===== config.mk =====
export PLATFORM = sky130hd
export DESIGN_NAME = aesu_extract
export DESIGN_NICKNAME = d
export VERILOG_FILES = /design/src/hw/aesu_pkg.sv /design/src/hw/aesu_extract.sv /design/src/hw/aesu_shift.sv /design/src/hw/aesu_sat.sv
export SDC_FILE = /design/constraint.sdc
export NUM_CORES = 1
export LEC_CHECK = 0
export ABC_AREA = 1
export BUFFER_PORTS_ARGS = -buffer_cell sky130_fd_sc_hd__buf_2
export CAP_MARGIN = 10
export CORE_AREA = 2 2 182 184
export DETAILED_ROUTE_END_ITERATION = 6
export DIE_AREA = 0 0 184 186
export HOLD_SLACK_MARGIN = 0.02
export PLACE_DENSITY_LB_ADDON = 0.12
export SLEW_MARGIN = 20
export SYNTH_ARGS = -nofsm -noshare
export SYNTH_HDL_FRONTEND = slang
export SYNTH_SLANG_ARGS = --single-unit

===== constraint.sdc =====
create_clock -name clk -period 10 [get_ports clk]
set_input_delay 2 -clock clk [delete_from_list [all_inputs] [get_ports clk]]
set_output_delay 2 -clock clk [all_outputs]
set_load 0.05 [all_outputs]

===== src/hw/aesu_pkg.sv =====
// Purpose: shared constants, types and helpers for the accumulator extract unit
// Assumes: 32-bit instruction words, four 64-bit accumulators held outside this block
// Notes: field positions follow the extract instruction layout
//
// Operation
// [RULE1] halfword saturation clamps to 0x00007fff or 0xffff8000
// [RULE2] variable halfword shift uses low five bits
// [RULE3] halfword saturation sets control bit 23
// [RULE4] accumulator shifted right arithmetically, sign replicated
// [RULE5] plain word: low 32 shifted bits
// [RULE6] rounding word: add one at top discarded bit
// [RULE7] round-saturate word clamps to 0x7fffffff or 0x80000000
// [RULE8] word overflow of either intermediate sets bit 23
// [RULE9] 65-bit intermediate, result is bits 32..1
// [RULE10] two-bit select picks accumulator 0 to 3
// [RULE11] accumulators never written, only result and flag
// [RULE12] variable word shift uses low five bits
// [RULE13] immediate word extracts decoded by sub-op 00000/00100/00110
// [RULE14] register word extracts decoded by sub-op 00001/00101/00111
// [RULE15] register halfword extract: sub-op 01111, bits 15..13 zero
// [RULE16] no value-dependent exceptions, overflow only via flag
// [RULE17] reserved-instruction or dsp-disabled exception when unavailable
// [RULE18] issuer supplies well-formed operands, else result undefined
package aesu_pkg;

    localparam int AESU_MAJ_MSB = 31;
    localparam int AESU_MAJ_LSB = 26;
    localparam int AESU_SRC_MSB = 25;
    localparam int AESU_SRC_LSB = 21;
    localparam int AESU_DST_MSB = 20;
    localparam int AESU_DST_LSB = 16;
    localparam int AESU_ZRO_MSB = 15;
    localparam int AESU_ZRO_LSB = 13;
    localparam int AESU_ACC_MSB = 12;
    localparam int AESU_ACC_LSB = 11;
    localparam int AESU_SUB_MSB = 10;
    localparam int AESU_SUB_LSB = 6;
    localparam int AESU_FN_MSB = 5;
    localparam int AESU_FN_LSB = 0;
    localparam int AESU_SHAMT_W = 5;
    localparam int AESU_NUM_ACC = 4;
    localparam int AESU_OUFLAG_BIT = 23;

    localparam logic [5:0] AESU_MAJOR_OPCODE_CLASS = 6'h1f;
    localparam logic [5:0] AESU_FUNC_EXTRACT = 6'h38;
    localparam logic [2:0] AESU_ZERO_FIELD = 3'h0;

    localparam logic [4:0] AESU_SUB_W = 5'h00;
    localparam logic [4:0] AESU_SUB_WR = 5'h04;
    localparam logic [4:0] AESU_SUB_WRS = 5'h06;
    localparam logic [4:0] AESU_SUB_VW = 5'h01;
    localparam logic [4:0] AESU_SUB_VWR = 5'h05;
    localparam logic [4:0] AESU_SUB_VWRS = 5'h07;
    localparam logic [4:0] AESU_SUB_HS = 5'h0e;
    localparam logic [4:0] AESU_SUB_VHS = 5'h0f;

    localparam logic [31:0] AESU_HALF_MAX = 32'h00007fff;
    localparam logic [31:0] AESU_HALF_MIN = 32'hffff8000;
    localparam logic [31:0] AESU_WORD_MAX = 32'h7fffffff;
    localparam logic [31:0] AESU_WORD_MIN = 32'h80000000;
    localparam logic [63:0] AESU_HALF_MAX64 = 64'h0000000000007fff;
    localparam logic [63:0] AESU_HALF_MIN64 = 64'hffffffffffff8000;
    localparam logic [31:0] AESU_CTRL_RESET = 32'h00000000;
    localparam logic [64:0] AESU_ROUND_ONE = 65'h00000000000000001;

    typedef enum logic [2:0] {
        AESU_OP_NONE = 3'h0,
        AESU_OP_W = 3'h1,
        AESU_OP_WR = 3'h3,
        AESU_OP_WRS = 3'h2,
        AESU_OP_H = 3'h6
    } aesu_op_e;

    // upper bits neither all zero nor all one means outside signed 32-bit range
    function automatic logic aesu_word_ovf(input logic [64:0] t);
        return !((t[64:32] == '0) || (t[64:32] == '1));
    endfunction

    function automatic aesu_op_e aesu_decode(input logic [31:0] ins);
        aesu_op_e op;
        op = AESU_OP_NONE;
        if (ins[AESU_MAJ_MSB:AESU_MAJ_LSB] == AESU_MAJOR_OPCODE_CLASS &&
            ins[AESU_FN_MSB:AESU_FN_LSB] == AESU_FUNC_EXTRACT &&
            ins[AESU_ZRO_MSB:AESU_ZRO_LSB] == AESU_ZERO_FIELD) begin
            case (ins[AESU_SUB_MSB:AESU_SUB_LSB])
                AESU_SUB_W, AESU_SUB_VW: op = AESU_OP_W;
                AESU_SUB_WR, AESU_SUB_VWR: op = AESU_OP_WR;
                AESU_SUB_WRS, AESU_SUB_VWRS: op = AESU_OP_WRS;
                AESU_SUB_HS, AESU_SUB_VHS: op = AESU_OP_H;
                default: op = AESU_OP_NONE;
            endcase
        end
        return op;
    endfunction

    // the four odd extract sub-op codes take the count from the shift source register
    function automatic logic aesu_is_var(input logic [4:0] sub);
        return (sub == AESU_SUB_VW) || (sub == AESU_SUB_VWR) ||
               (sub == AESU_SUB_VWRS) || (sub == AESU_SUB_VHS);
    endfunction

endpackage


===== src/hw/aesu_extract.sv =====
// Purpose: accumulator extract unit, decode, execute and control flag upkeep
// Assumes: pipeline holds accumulators and supplies operands with the instruction
// Notes: one-cycle latency; results and exceptions registered
`timescale 1ns/1ps
`default_nettype none
module aesu_extract
    import aesu_pkg::*;
(
    input wire logic clk,
    input wire logic sys_rst,
    input wire logic issue_valid,
    input wire logic [31:0] issue_instr,
    input wire logic [31:0] shift_source_reg,
    input wire logic [AESU_NUM_ACC-1:0][31:0] acc_high_word,
    input wire logic [AESU_NUM_ACC-1:0][31:0] acc_low_word,
    input wire logic dsp_implemented,
    input wire logic dsp_enabled,
    input wire logic ctrl_wr_en,
    input wire logic [31:0] ctrl_wr_mask,
    input wire logic [31:0] ctrl_wr_data,
    output logic issue_accepted,
    output logic result_valid,
    output logic [31:0] result_word,
    output logic [4:0] destination_reg,
    output logic ovf_event,
    output logic exc_reserved_instr,
    output logic exc_dsp_disabled,
    output logic [31:0] dsp_control_reg
);
    typedef struct packed {
        logic valid;
        logic [31:0] word;
        logic [4:0] dst;
        logic ovf;
        logic exc_ri;
        logic exc_dd;
        logic [31:0] ctrl;
    } aesu_state_s;

    aesu_state_s st_q;
    aesu_state_s st_d;

    aesu_op_e op;
    logic [4:0] sub_op;
    logic [1:0] accumulator_select;
    logic [AESU_SHAMT_W-1:0] shamt;
    logic [31:0] sel_high;
    logic [31:0] sel_low;
    logic [64:0] word_temp;
    logic [63:0] half_temp;
    logic [31:0] sat_result;
    logic sat_ovf;
    logic execute;

    assign op = aesu_decode(issue_instr); // [RULE13] [RULE14] [RULE15]
    assign sub_op = issue_instr[AESU_SUB_MSB:AESU_SUB_LSB];
    assign accumulator_select = issue_instr[AESU_ACC_MSB:AESU_ACC_LSB];

    // immediate count or low five bits of the source register, upper bits dropped
    assign shamt = aesu_is_var(sub_op) ?
                   shift_source_reg[AESU_SHAMT_W-1:0] : // [RULE2] [RULE12]
                   issue_instr[AESU_SRC_MSB:AESU_SRC_LSB];

    // read-only view of the accumulators; nothing here can write them
    assign sel_high = acc_high_word[accumulator_select]; // [RULE10] [RULE11]
    assign sel_low = acc_low_word[accumulator_select]; // [RULE10]

    assign issue_accepted = issue_valid && (op != AESU_OP_NONE);
    assign execute = issue_accepted && dsp_implemented && dsp_enabled;

    aesu_shift u_shift (
        .acc_high_word(sel_high),
        .acc_low_word(sel_low),
        .shamt(shamt),
        .word_temp(word_temp),
        .half_temp(half_temp)
    );

    aesu_sat u_sat (
        .op(op),
        .word_temp(word_temp),
        .half_temp(half_temp),
        .result(sat_result),
        .ovf(sat_ovf)
    );

    always_comb begin
        st_d = st_q;
        st_d.valid = execute;
        st_d.ovf = execute && sat_ovf;
        // exceptions depend only on availability, never on operand values
        st_d.exc_ri = issue_accepted && !dsp_implemented; // [RULE17] [RULE16]
        st_d.exc_dd = issue_accepted && dsp_implemented && !dsp_enabled; // [RULE17]
        if (execute) begin
            st_d.word = sat_result;
            st_d.dst = issue_instr[AESU_DST_MSB:AESU_DST_LSB];
        end
        if (ctrl_wr_en) begin
            st_d.ctrl = (st_q.ctrl & ~ctrl_wr_mask) | (ctrl_wr_data & ctrl_wr_mask);
        end
        // flag set beats a software clear landing in the same cycle
        if (execute && sat_ovf) begin
            st_d.ctrl[AESU_OUFLAG_BIT] = 1'b1; // [RULE3] [RULE8]
        end
    end

    always_ff @(posedge clk) begin
        if (sys_rst) begin
            st_q <= '{valid: 1'b0, word: '0, dst: '0, ovf: 1'b0,
                      exc_ri: 1'b0, exc_dd: 1'b0, ctrl: AESU_CTRL_RESET};
        end else begin
            st_q <= st_d;
        end
    end

    assign result_valid = st_q.valid;
    assign result_word = st_q.word;
    assign destination_reg = st_q.dst;
    assign ovf_event = st_q.ovf;
    assign exc_reserved_instr = st_q.exc_ri;
    assign exc_dsp_disabled = st_q.exc_dd;
    assign dsp_control_reg = st_q.ctrl;
endmodule // aesu_extract
`default_nettype wire


===== src/hw/aesu_shift.sv =====
// Purpose: arithmetic right shift of a 64-bit accumulator
// Assumes: shift count already reduced to five bits
// Notes: purely combinational, caller registers the result
`timescale 1ns/1ps
`default_nettype none
module aesu_shift
    import aesu_pkg::*;
(
    input wire logic [31:0] acc_high_word,
    input wire logic [31:0] acc_low_word,
    input wire logic [AESU_SHAMT_W-1:0] shamt,
    output logic [64:0] word_temp,
    output logic [63:0] half_temp
);
    logic signed [64:0] ext_word;
    logic signed [63:0] ext_half;

    // one guard bit below keeps the top discarded bit; zero shift gives a zero guard
    assign ext_word = {acc_high_word, acc_low_word, 1'b0}; // [RULE9]
    assign ext_half = {acc_high_word, acc_low_word};
    assign word_temp = ext_word >>> shamt; // [RULE4]
    assign half_temp = ext_half >>> shamt; // [RULE4]
endmodule // aesu_shift
`default_nettype wire


===== src/hw/aesu_sat.sv =====
// Purpose: rounding and saturation of shifted accumulator values
// Assumes: inputs come from aesu_shift
// Notes: combinational; overflow flag covers both word intermediates
`timescale 1ns/1ps
`default_nettype none
module aesu_sat
    import aesu_pkg::*;
(
    input wire aesu_op_e op,
    input wire logic [64:0] word_temp,
    input wire logic [63:0] half_temp,
    output logic [31:0] result,
    output logic ovf
);
    logic [64:0] rounded;
    logic raw_ovf;
    logic rnd_ovf;

    assign rounded = word_temp + AESU_ROUND_ONE; // [RULE6]
    assign raw_ovf = aesu_word_ovf(word_temp);
    assign rnd_ovf = aesu_word_ovf(rounded);

    always_comb begin
        result = word_temp[32:1];
        ovf = 1'b0;
        case (op)
            AESU_OP_W: begin
                result = word_temp[32:1]; // [RULE5]
                ovf = raw_ovf | rnd_ovf; // [RULE8]
            end
            AESU_OP_WR: begin
                result = rounded[32:1]; // [RULE6]
                ovf = raw_ovf | rnd_ovf; // [RULE8]
            end
            AESU_OP_WRS: begin
                result = rounded[32:1];
                if (rnd_ovf) begin
                    result = rounded[64] ? AESU_WORD_MIN : AESU_WORD_MAX; // [RULE7]
                end
                ovf = raw_ovf | rnd_ovf; // [RULE8]
            end
            AESU_OP_H: begin
                result = half_temp[31:0];
                if ($signed(half_temp) > $signed(AESU_HALF_MAX64)) begin
                    result = AESU_HALF_MAX; // [RULE1]
                    ovf = 1'b1; // [RULE3]
                end else if ($signed(half_temp) < $signed(AESU_HALF_MIN64)) begin
                    result = AESU_HALF_MIN; // [RULE1]
                    ovf = 1'b1; // [RULE3]
                end
            end
            default: begin
                result = word_temp[32:1];
                ovf = 1'b0;
            end
        endcase
    end
endmodule // aesu_sat
`default_nettype wire


==> results of run 1 <==
-- path summary, 6_finish.rpt --
check | slack (ns) | from | cells past startpoint | endpoint
hold reg to reg | 0.46 | flip-flop | 2 | flip-flop
setup / recovery | 1.76 | issue_instr[10] | 27 | result_word[28]
setup reg to reg | 9.21 | result_word[2] | 2 | result_word[2]
hold / removal | 0.46 | flip-flop | 2 | flip-flop
-- power groups by stage --
| stage | clock [mW] | combinational, mW | sequential, mW |
|---|---|---|---|
| floorplan | 0 | 0.697 | 0.327 |
| global placement | 0 | 1.02 | 0.306 |
| detailed placement | 0 | 1.03 | 0.306 |
| CTS | 0.311 | 1.03 | 0.299 |
| global route | 0.322 | 1.16 | 0.300 |
| finish | 0.304 | 1.06 | 0.299 |
-- cells by family (layout without fill, tap and decap cells) --
group                    Yosys count  after routing  synth area share, %
buffers and inverters            237            548                8.047
adder cells (fa/ha/maj)            2              2               0.1719
other                              0              4                    0
AO/OA/AOI/OAI                    164            164                6.517
XOR/XNOR                          30             30                1.805
flip-flops                        73             73                10.04
AND/OR/NAND/NOR                 2469           2469                73.42
-- cell usage after synthesis, types with 15 or more instances --
cell type and n:
dfxtp_1 73, nor2_1 265, buf_2 67, nor4_1 15
xor2_1 30, a21oi_2 16, clkbuf_1 50, inv_1 64
o21ai_0 43, nand2_1 1305, nor2_2 25, nand3_1 755
nand4_1 36, a21oi_1 92, nand2_2 24, buf_6 19
-- routing by layer --
metal	routed length [um]	track usage, %	vias up	share of wire [%]
li1	-	-	10430	-
met2	30020	62.58	1255	44
met5	16	0	-	0.023
met3	6616	3.933	171	9.7
met4	2819	16.86	2	4.1
met1	28660	50.91	9536	42
-- worst reg2reg max path: stages (launching register included) --
cell     delay [ns]
dfxtp_1        0.43
nand2_1        0.11
a21oi_2        0.19
-- stage by stage --
stage / util (%) / power [mW] / setup slack (ns) / hold slack, ns
after floorplan: - / 1.023 / 4.435 / 0.6800
after detailed placement: 51.40 / 1.334 / 1.666 / 0.4500
final: 52.32 / 1.668 / 1.759 / 0.4567
after CTS: 52.29 / 1.643 / 2.000 / 0.4600
after global placement: 51.40 / 1.325 / 1.806 / 0.4440
after global routing: 52.32 / 1.784 / 1.330 / 0.4769
-- final cells by class --
type,count,area (um2),area share [%]
Sequential cell,73,1461,8.672
Timing Repair Buffer,459,2357,13.99
Inverter,73,277.8,1.648
Clock buffer,9,225.2,1.336
Multi-Input combinational cell,2665,11950,70.90
Tap cell,408,510.5,3.029
Clock inverter,7,61.31,0.3638
Antenna cell,4,10.01,0.05940
==> metrics.md, run 1 <==
| Metric | Value |
|---|---|
| Status | `completed` |
| ANT nets after route | `0` |
| Post-synthesis register bit count | `73` |
| CTS hold repair buffers | `0` |
| Clock Sinks | `73` |
| Power Density | `98.96 nW/um2` |
| Fin. Hold Viols | `0` |
| Initial Util | `45.19%` |
| I/O pin count | `464` |
| Post-synth EDFFs | `0` |
| # DRC | `0` |
| Netlist cell types | `41` |
| Final period demand of the worst path | `8.241 ns` |
| Worst setup EP type | `flip-flop` |
| Vias | `21390` |
| Post-CTS Setup Bufs | `0` |
| Maxcap violations | `0` |
| Die area | `34220 um2` |
| DRT Wirelength | `68.14 mm` |
| CP most frequent cell | `nand2_1` |
| Deepest clock path buffer count | `2` |
| Synthesized instance count | `2975` |
| Clk_lat worst skew | `0.32 ns` |
| 1st-pass router iterations | `6` |
| Post-DP HPWL | `55.63 mm` |
| Non-Filler Instances | `3698` |
| Vias/cell | `5.785` |
| Post-Syn Area per Cell | `4.892 um2` |
| Critical path type | `primary input to flip-flop` |
| Final clock skew | `0 ns` |
| Critical-path top delay cell | `o21ai_4` |
| Die W | `184 um` |
| CP top delay family | `simple AND/OR/NAND/NOR gates` |
| Post-synthesis sequential area ratio | `10.04%` |
| Crit path DAT | `8.51 ns` |
| Clk pwr share | `18.2%` |
| Gate power share | `63.8%` |
| Chip Height | `186 um` |
| CTS tree | `yes` |
| Internal power | `0.7671 mW` |
| NetSw | `0.9006 mW` |
| Finished Cell Area | `16850 um2` |
| Max Fclk | `0.1213 GHz` |
| CTS Root Cell | `clkbuf_16` |
| Slew margin rel. | `25.39%` |
| Mapped Area | `14550 um2` |
| Buf/Inv on CP | `1` |
| Total GRT Usage | `38.25%` |
| Primary FF master, synth | `dfxtp_1` |
| Syn nets | `3367` |
| Synth top area share | `33.66%` |
| Pleak | `8.329 nW` |
| YS warnings | `0` |
| Initial antenna violation count | `5` |
| CTS buffer count | `9` |
| Area growth, synth to finish | `15.78%` |
| Vias in the first global route | `18890` |
| Detailed Route Iter0 Violations | `2857` |
| IO buf count | `436` |
| Switching fraction of total power | `54.00%` |
| Gr ovfl total | `0` |
| Unrepaired setup endpoints after global routing | `false` |
| H-tree levels | `3` |
| Setup TNS | `0 ns` |
| Core area | `32210 um2` |
| Final setup fails | `0` |
| Final period util | `82.41%` |
| Max-slew violation count | `0` |
| # resized after CTS | `0` |
| CP startpoint kind | `primary input` |
| Worst hold path type | `flip-flop to flip-flop` |
| Synth top area cells | `nand2_1 34%, nand3_1 26%, dfxtp_1 10%` |
| Routability Congestion | `1.064` |
| Most common cell after layout, fill and taps aside | `nand2_1` |
| DP Area | `16550 um2` |
| Filler instances | `3676` |
| Most frequent cells in the layout | `1305 x nand2_1, 755 x nand3_1, 435 x buf_2` |
| Layout Nets | `3673` |
| Peak supply drop | `0.08425 mV` |
| Slowest stage delay, CP | `0.86 ns` |
| First-pass GRT wire length | `102.8 mm` |
| CP required | `10.27 ns` |
| Worst Path Max Fanout | `35` |
| Ys async rst share | `0%` |
| Dpl cells | `3678` |
| Sequential Power Share | `18.0%` |
| Worst-margin pin slew | `1.119 ns` |
| Yosys top cell by area | `nand2_1` |
| Row cnt | `66` |
| Layout cell share with drive strength beyond 1 | `17.83%` |
| Clock slew at reported path FFs | `0.07 ns` |
| Routed len/inst | `18.42 um` |
| Largest net degree at the start of global routing | `74` |
No activity file was read; power rests on OpenSTA's default activity.
==> run 2, diff against run 1 <==
CORE_AREA = 2 2 181 183   (was 2 2 182 184)
DIE_AREA = 0 0 183 185   (was 0 0 184 186)
clock period = 7.25 ns   (was 10 ns; I/O delays follow)
==> run 2 against run 1 <==
Effect of this change:
- setup slack got worse by 1.2 ns
- global-route usage increased by 1.8 points
- critical path type unchanged
- critical path depth increased by 6
- clock skew unchanged
- highest routed layer unchanged
- clock power increased by 43%
- clock-buffer cell count increased by 1
- final cell count increased by 0.81%
- flip-flop and latch count unchanged
- hold slack got worse by 0.00079 ns
- utilization increased by 1.3 points
==> metrics.md, run 2 (synthesis results as in run 1) <==
| Metric | Value |
|---|---|
| Fin. Hold Viols | `0 (unchanged)` |
| Area growth, synth to finish | `18.14%` |
| CTS buffer count | `9 (unchanged)` |
| Total GRT Usage | `40.02% (+1.8 points)` |
| Tot Pwr | `2.355 mW (+41%)` |
| Layout cell share with drive strength beyond 1 | `18.60% (+0.76 points)` |
| Setup TNS | `0 ns (unchanged)` |
| Unrepaired setup endpoints after global routing | `false` |
| Grt met1 use | `52.59% (+1.7 points)` |
| Slowest stage delay, CP | `0.67 ns (-0.19 ns)` |
| # resized after CTS | `0 (unchanged)` |
| Clock slew at reported path FFs | `0.06 ns (about the same)` |
| Die area | `33860 um2 (-1.1%)` |
| IO buf count | `436 (unchanged)` |
| Met2 GRT Util | `64.05% (+1.5 points)` |
| Critical-path top delay cell | `nand2_4` |
| Routed len/inst | `18.81 um (+2.1%)` |
| Final period util | `92.91%` |
| Maxcap violations | `0 (unchanged)` |
| CP most frequent cell | `nand2_1` |
| Hold depth | `2 (unchanged)` |
| Max-slew violation count | `0 (unchanged)` |
| Gr ovfl total | `0 (unchanged)` |
| Post-DP HPWL | `57.40 mm (+3.2%)` |
| 1st-pass router iterations | `7 (+1)` |
| CTS tree | `yes` |
| Finished Cell Area | `17190 um2 (+2.0%)` |
| Clock Sinks | `73 (unchanged)` |
| Filler instances | `3561 (-3.1%)` |
| Most Used Layer, Global Route | `met2` |
| Most common cell after layout, fill and taps aside | `nand2_1` |
| Clk_lat worst skew | `0.33 ns (about the same)` |
| Core area | `32040 um2 (-0.51%)` |
| Worst r2r dst | `result_word[14]` |
| Crit path DAT | `6.92 ns (-1.59 ns)` |
| Met3 Usage GRT | `6.370% (+2.4 points)` |
| CTS Root Cell | `clkbuf_16` |
| R2R Path Start | `result_word[14]` |
| Final period demand of the worst path | `6.736 ns` |
| Post-CTS Setup Bufs | `0 (unchanged)` |
| Worst hold path type | `flip-flop to flip-flop` |
| Deepest clock path buffer count | `2 (unchanged)` |
| Worst setup EP type | `flip-flop` |
| Max Fclk | `0.1485 GHz` |
| CP required | `7.44 ns (-2.83 ns)` |
| H-tree levels | `3 (unchanged)` |
| Chip Height | `185 um (-0.54%)` |
| Row cnt | `66 (unchanged)` |
| Pleak | `8.529 nW (+2.4%)` |
| Largest net degree at the start of global routing | `129 (+74%)` |
| Vias | `21690 (+1.4%)` |
| Initial Util | `45.42% (+0.23 points)` |
| Final setup margin | `0.5139 ns (-1.245 ns)` |
| First-pass GRT wire length | `106.0 mm (+3.1%)` |
| Final setup fails | `0 (unchanged)` |
| R2R Setup Slk | `6.56 ns (-2.65 ns)` |
| Slew margin rel. | `27.00% (+1.6 points)` |
| I/O pin count | `464 (unchanged)` |
| Worst slack, placed | `0.4267 ns (-1.240 ns)` |
| Critical path type | `primary input to flip-flop` |
| Worst Path Max Fanout | `51 (+46%)` |
| Status | `completed` |
| CP startpoint kind | `primary input` |
| Detailed Route Iter0 Violations | `3374 (+18%)` |
| Worst-margin pin slew | `1.095 ns (-0.02410 ns)` |
| ANT nets after route | `0 (unchanged)` |
| Vias/cell | `5.817 (+0.55%)` |
| Fin util | `53.66% (+1.3 points)` |
| Final clock skew | `0 ns (unchanged)` |
| Power Density | `137.0 nW/um2 (+38%)` |
| Die W | `183 um (-0.54%)` |
| DP Area | `16900 um2 (+2.1%)` |
| Most frequent cells in the layout | `1305 x nand2_1, 755 x nand3_1, 435 x buf_2` |
| Peak supply drop | `0.1477 mV (+75%)` |
| Layout Nets | `3705 (+0.87%)` |
| Initial antenna violation count | `4 (-1)` |
| Routability Congestion | `1.087 (+2.2%)` |
| DRT Wirelength | `70.12 mm (+2.9%)` |
| # DRC | `0 (unchanged)` |
| CTS hold repair buffers | `0 (unchanged)` |
| Worst R2R Path Depth | `2 (unchanged)` |
| Vias in the first global route | `19110 (+1.2%)` |
run 2: cell count changes in the layout (fill, tap and decap cells not counted):
cell        before  now
clkbuf_1         0    1
clkinvlp_4       2    1
clkinv_4         1    0
inv_8            1    0
buf_4           24   48
inv_6            3    2
diode_2          4    2
bufinv_16        0    1
buf_12           0    8
clkinv_2         1    3
run 2: area by class of cell:
class	count	area (um2)	share of cell area (%)
sequential	73	1461	8.499
antenna	2	5.005	0.02911
inverter	73	277.8	1.615
timing repair buffer	491	2698	15.69
tap	408	510.5	2.969
clock buffer	10	229.0	1.332
multi-input combinational	2665	11950	69.49
clock inverter	6	65.06	0.3784
run 2: metrics by stage:
stage	hold slack, ns	cells
final	0.4559	3728
after global routing	0.4798	3728
after CTS	0.4576	3726
after detailed placement	0.4491	3710
after global placement	0.4442	3710
after floorplan	0.6800	2975
run 2: worst max-delay path: cells and delay by family:
family,cells,cell delay (ns)
simple gates,26,3.91
fa+ha+maj,1,0.25
compound gates,2,0.56
buf+inv,4,0.70
run 2: report_power, final:
part | internal [mW] | switching (mW)
Clock | 0.267 | 0.167
Combinational | 0.432 | 1.08
Sequential | 0.410 | 0.00389
run 2: routing by layer:
| layer | wire (um) | up-vias | share of wire [%] |
|---|---|---|---|
| li1 | - | 10500 | - |
| met1 | 28850 | 9631 | 41 |
| met2 | 30480 | 1342 | 43 |
| met3 | 7325 | 210 | 10 |
| met4 | 3427 | 6 | 4.9 |
| met5 | 37 | - | 0.053 |
run 2: worst max-delay path by stage:
stage | depth (start not counted) | startpoint | to | slack, ns
floorplan | 34 | issue_instr[6] | result_word[22] | 2.23
global placement | 33 | issue_instr[9] | result_word[25] | 0.55
detailed placement | 33 | issue_instr[9] | result_word[25] | 0.43
CTS | 33 | issue_instr[9] | result_word[25] | 0.76
global route | 31 | issue_instr[9] | result_word[25] | 0.13
finish | 33 | issue_instr[9] | result_word[25] | 0.51
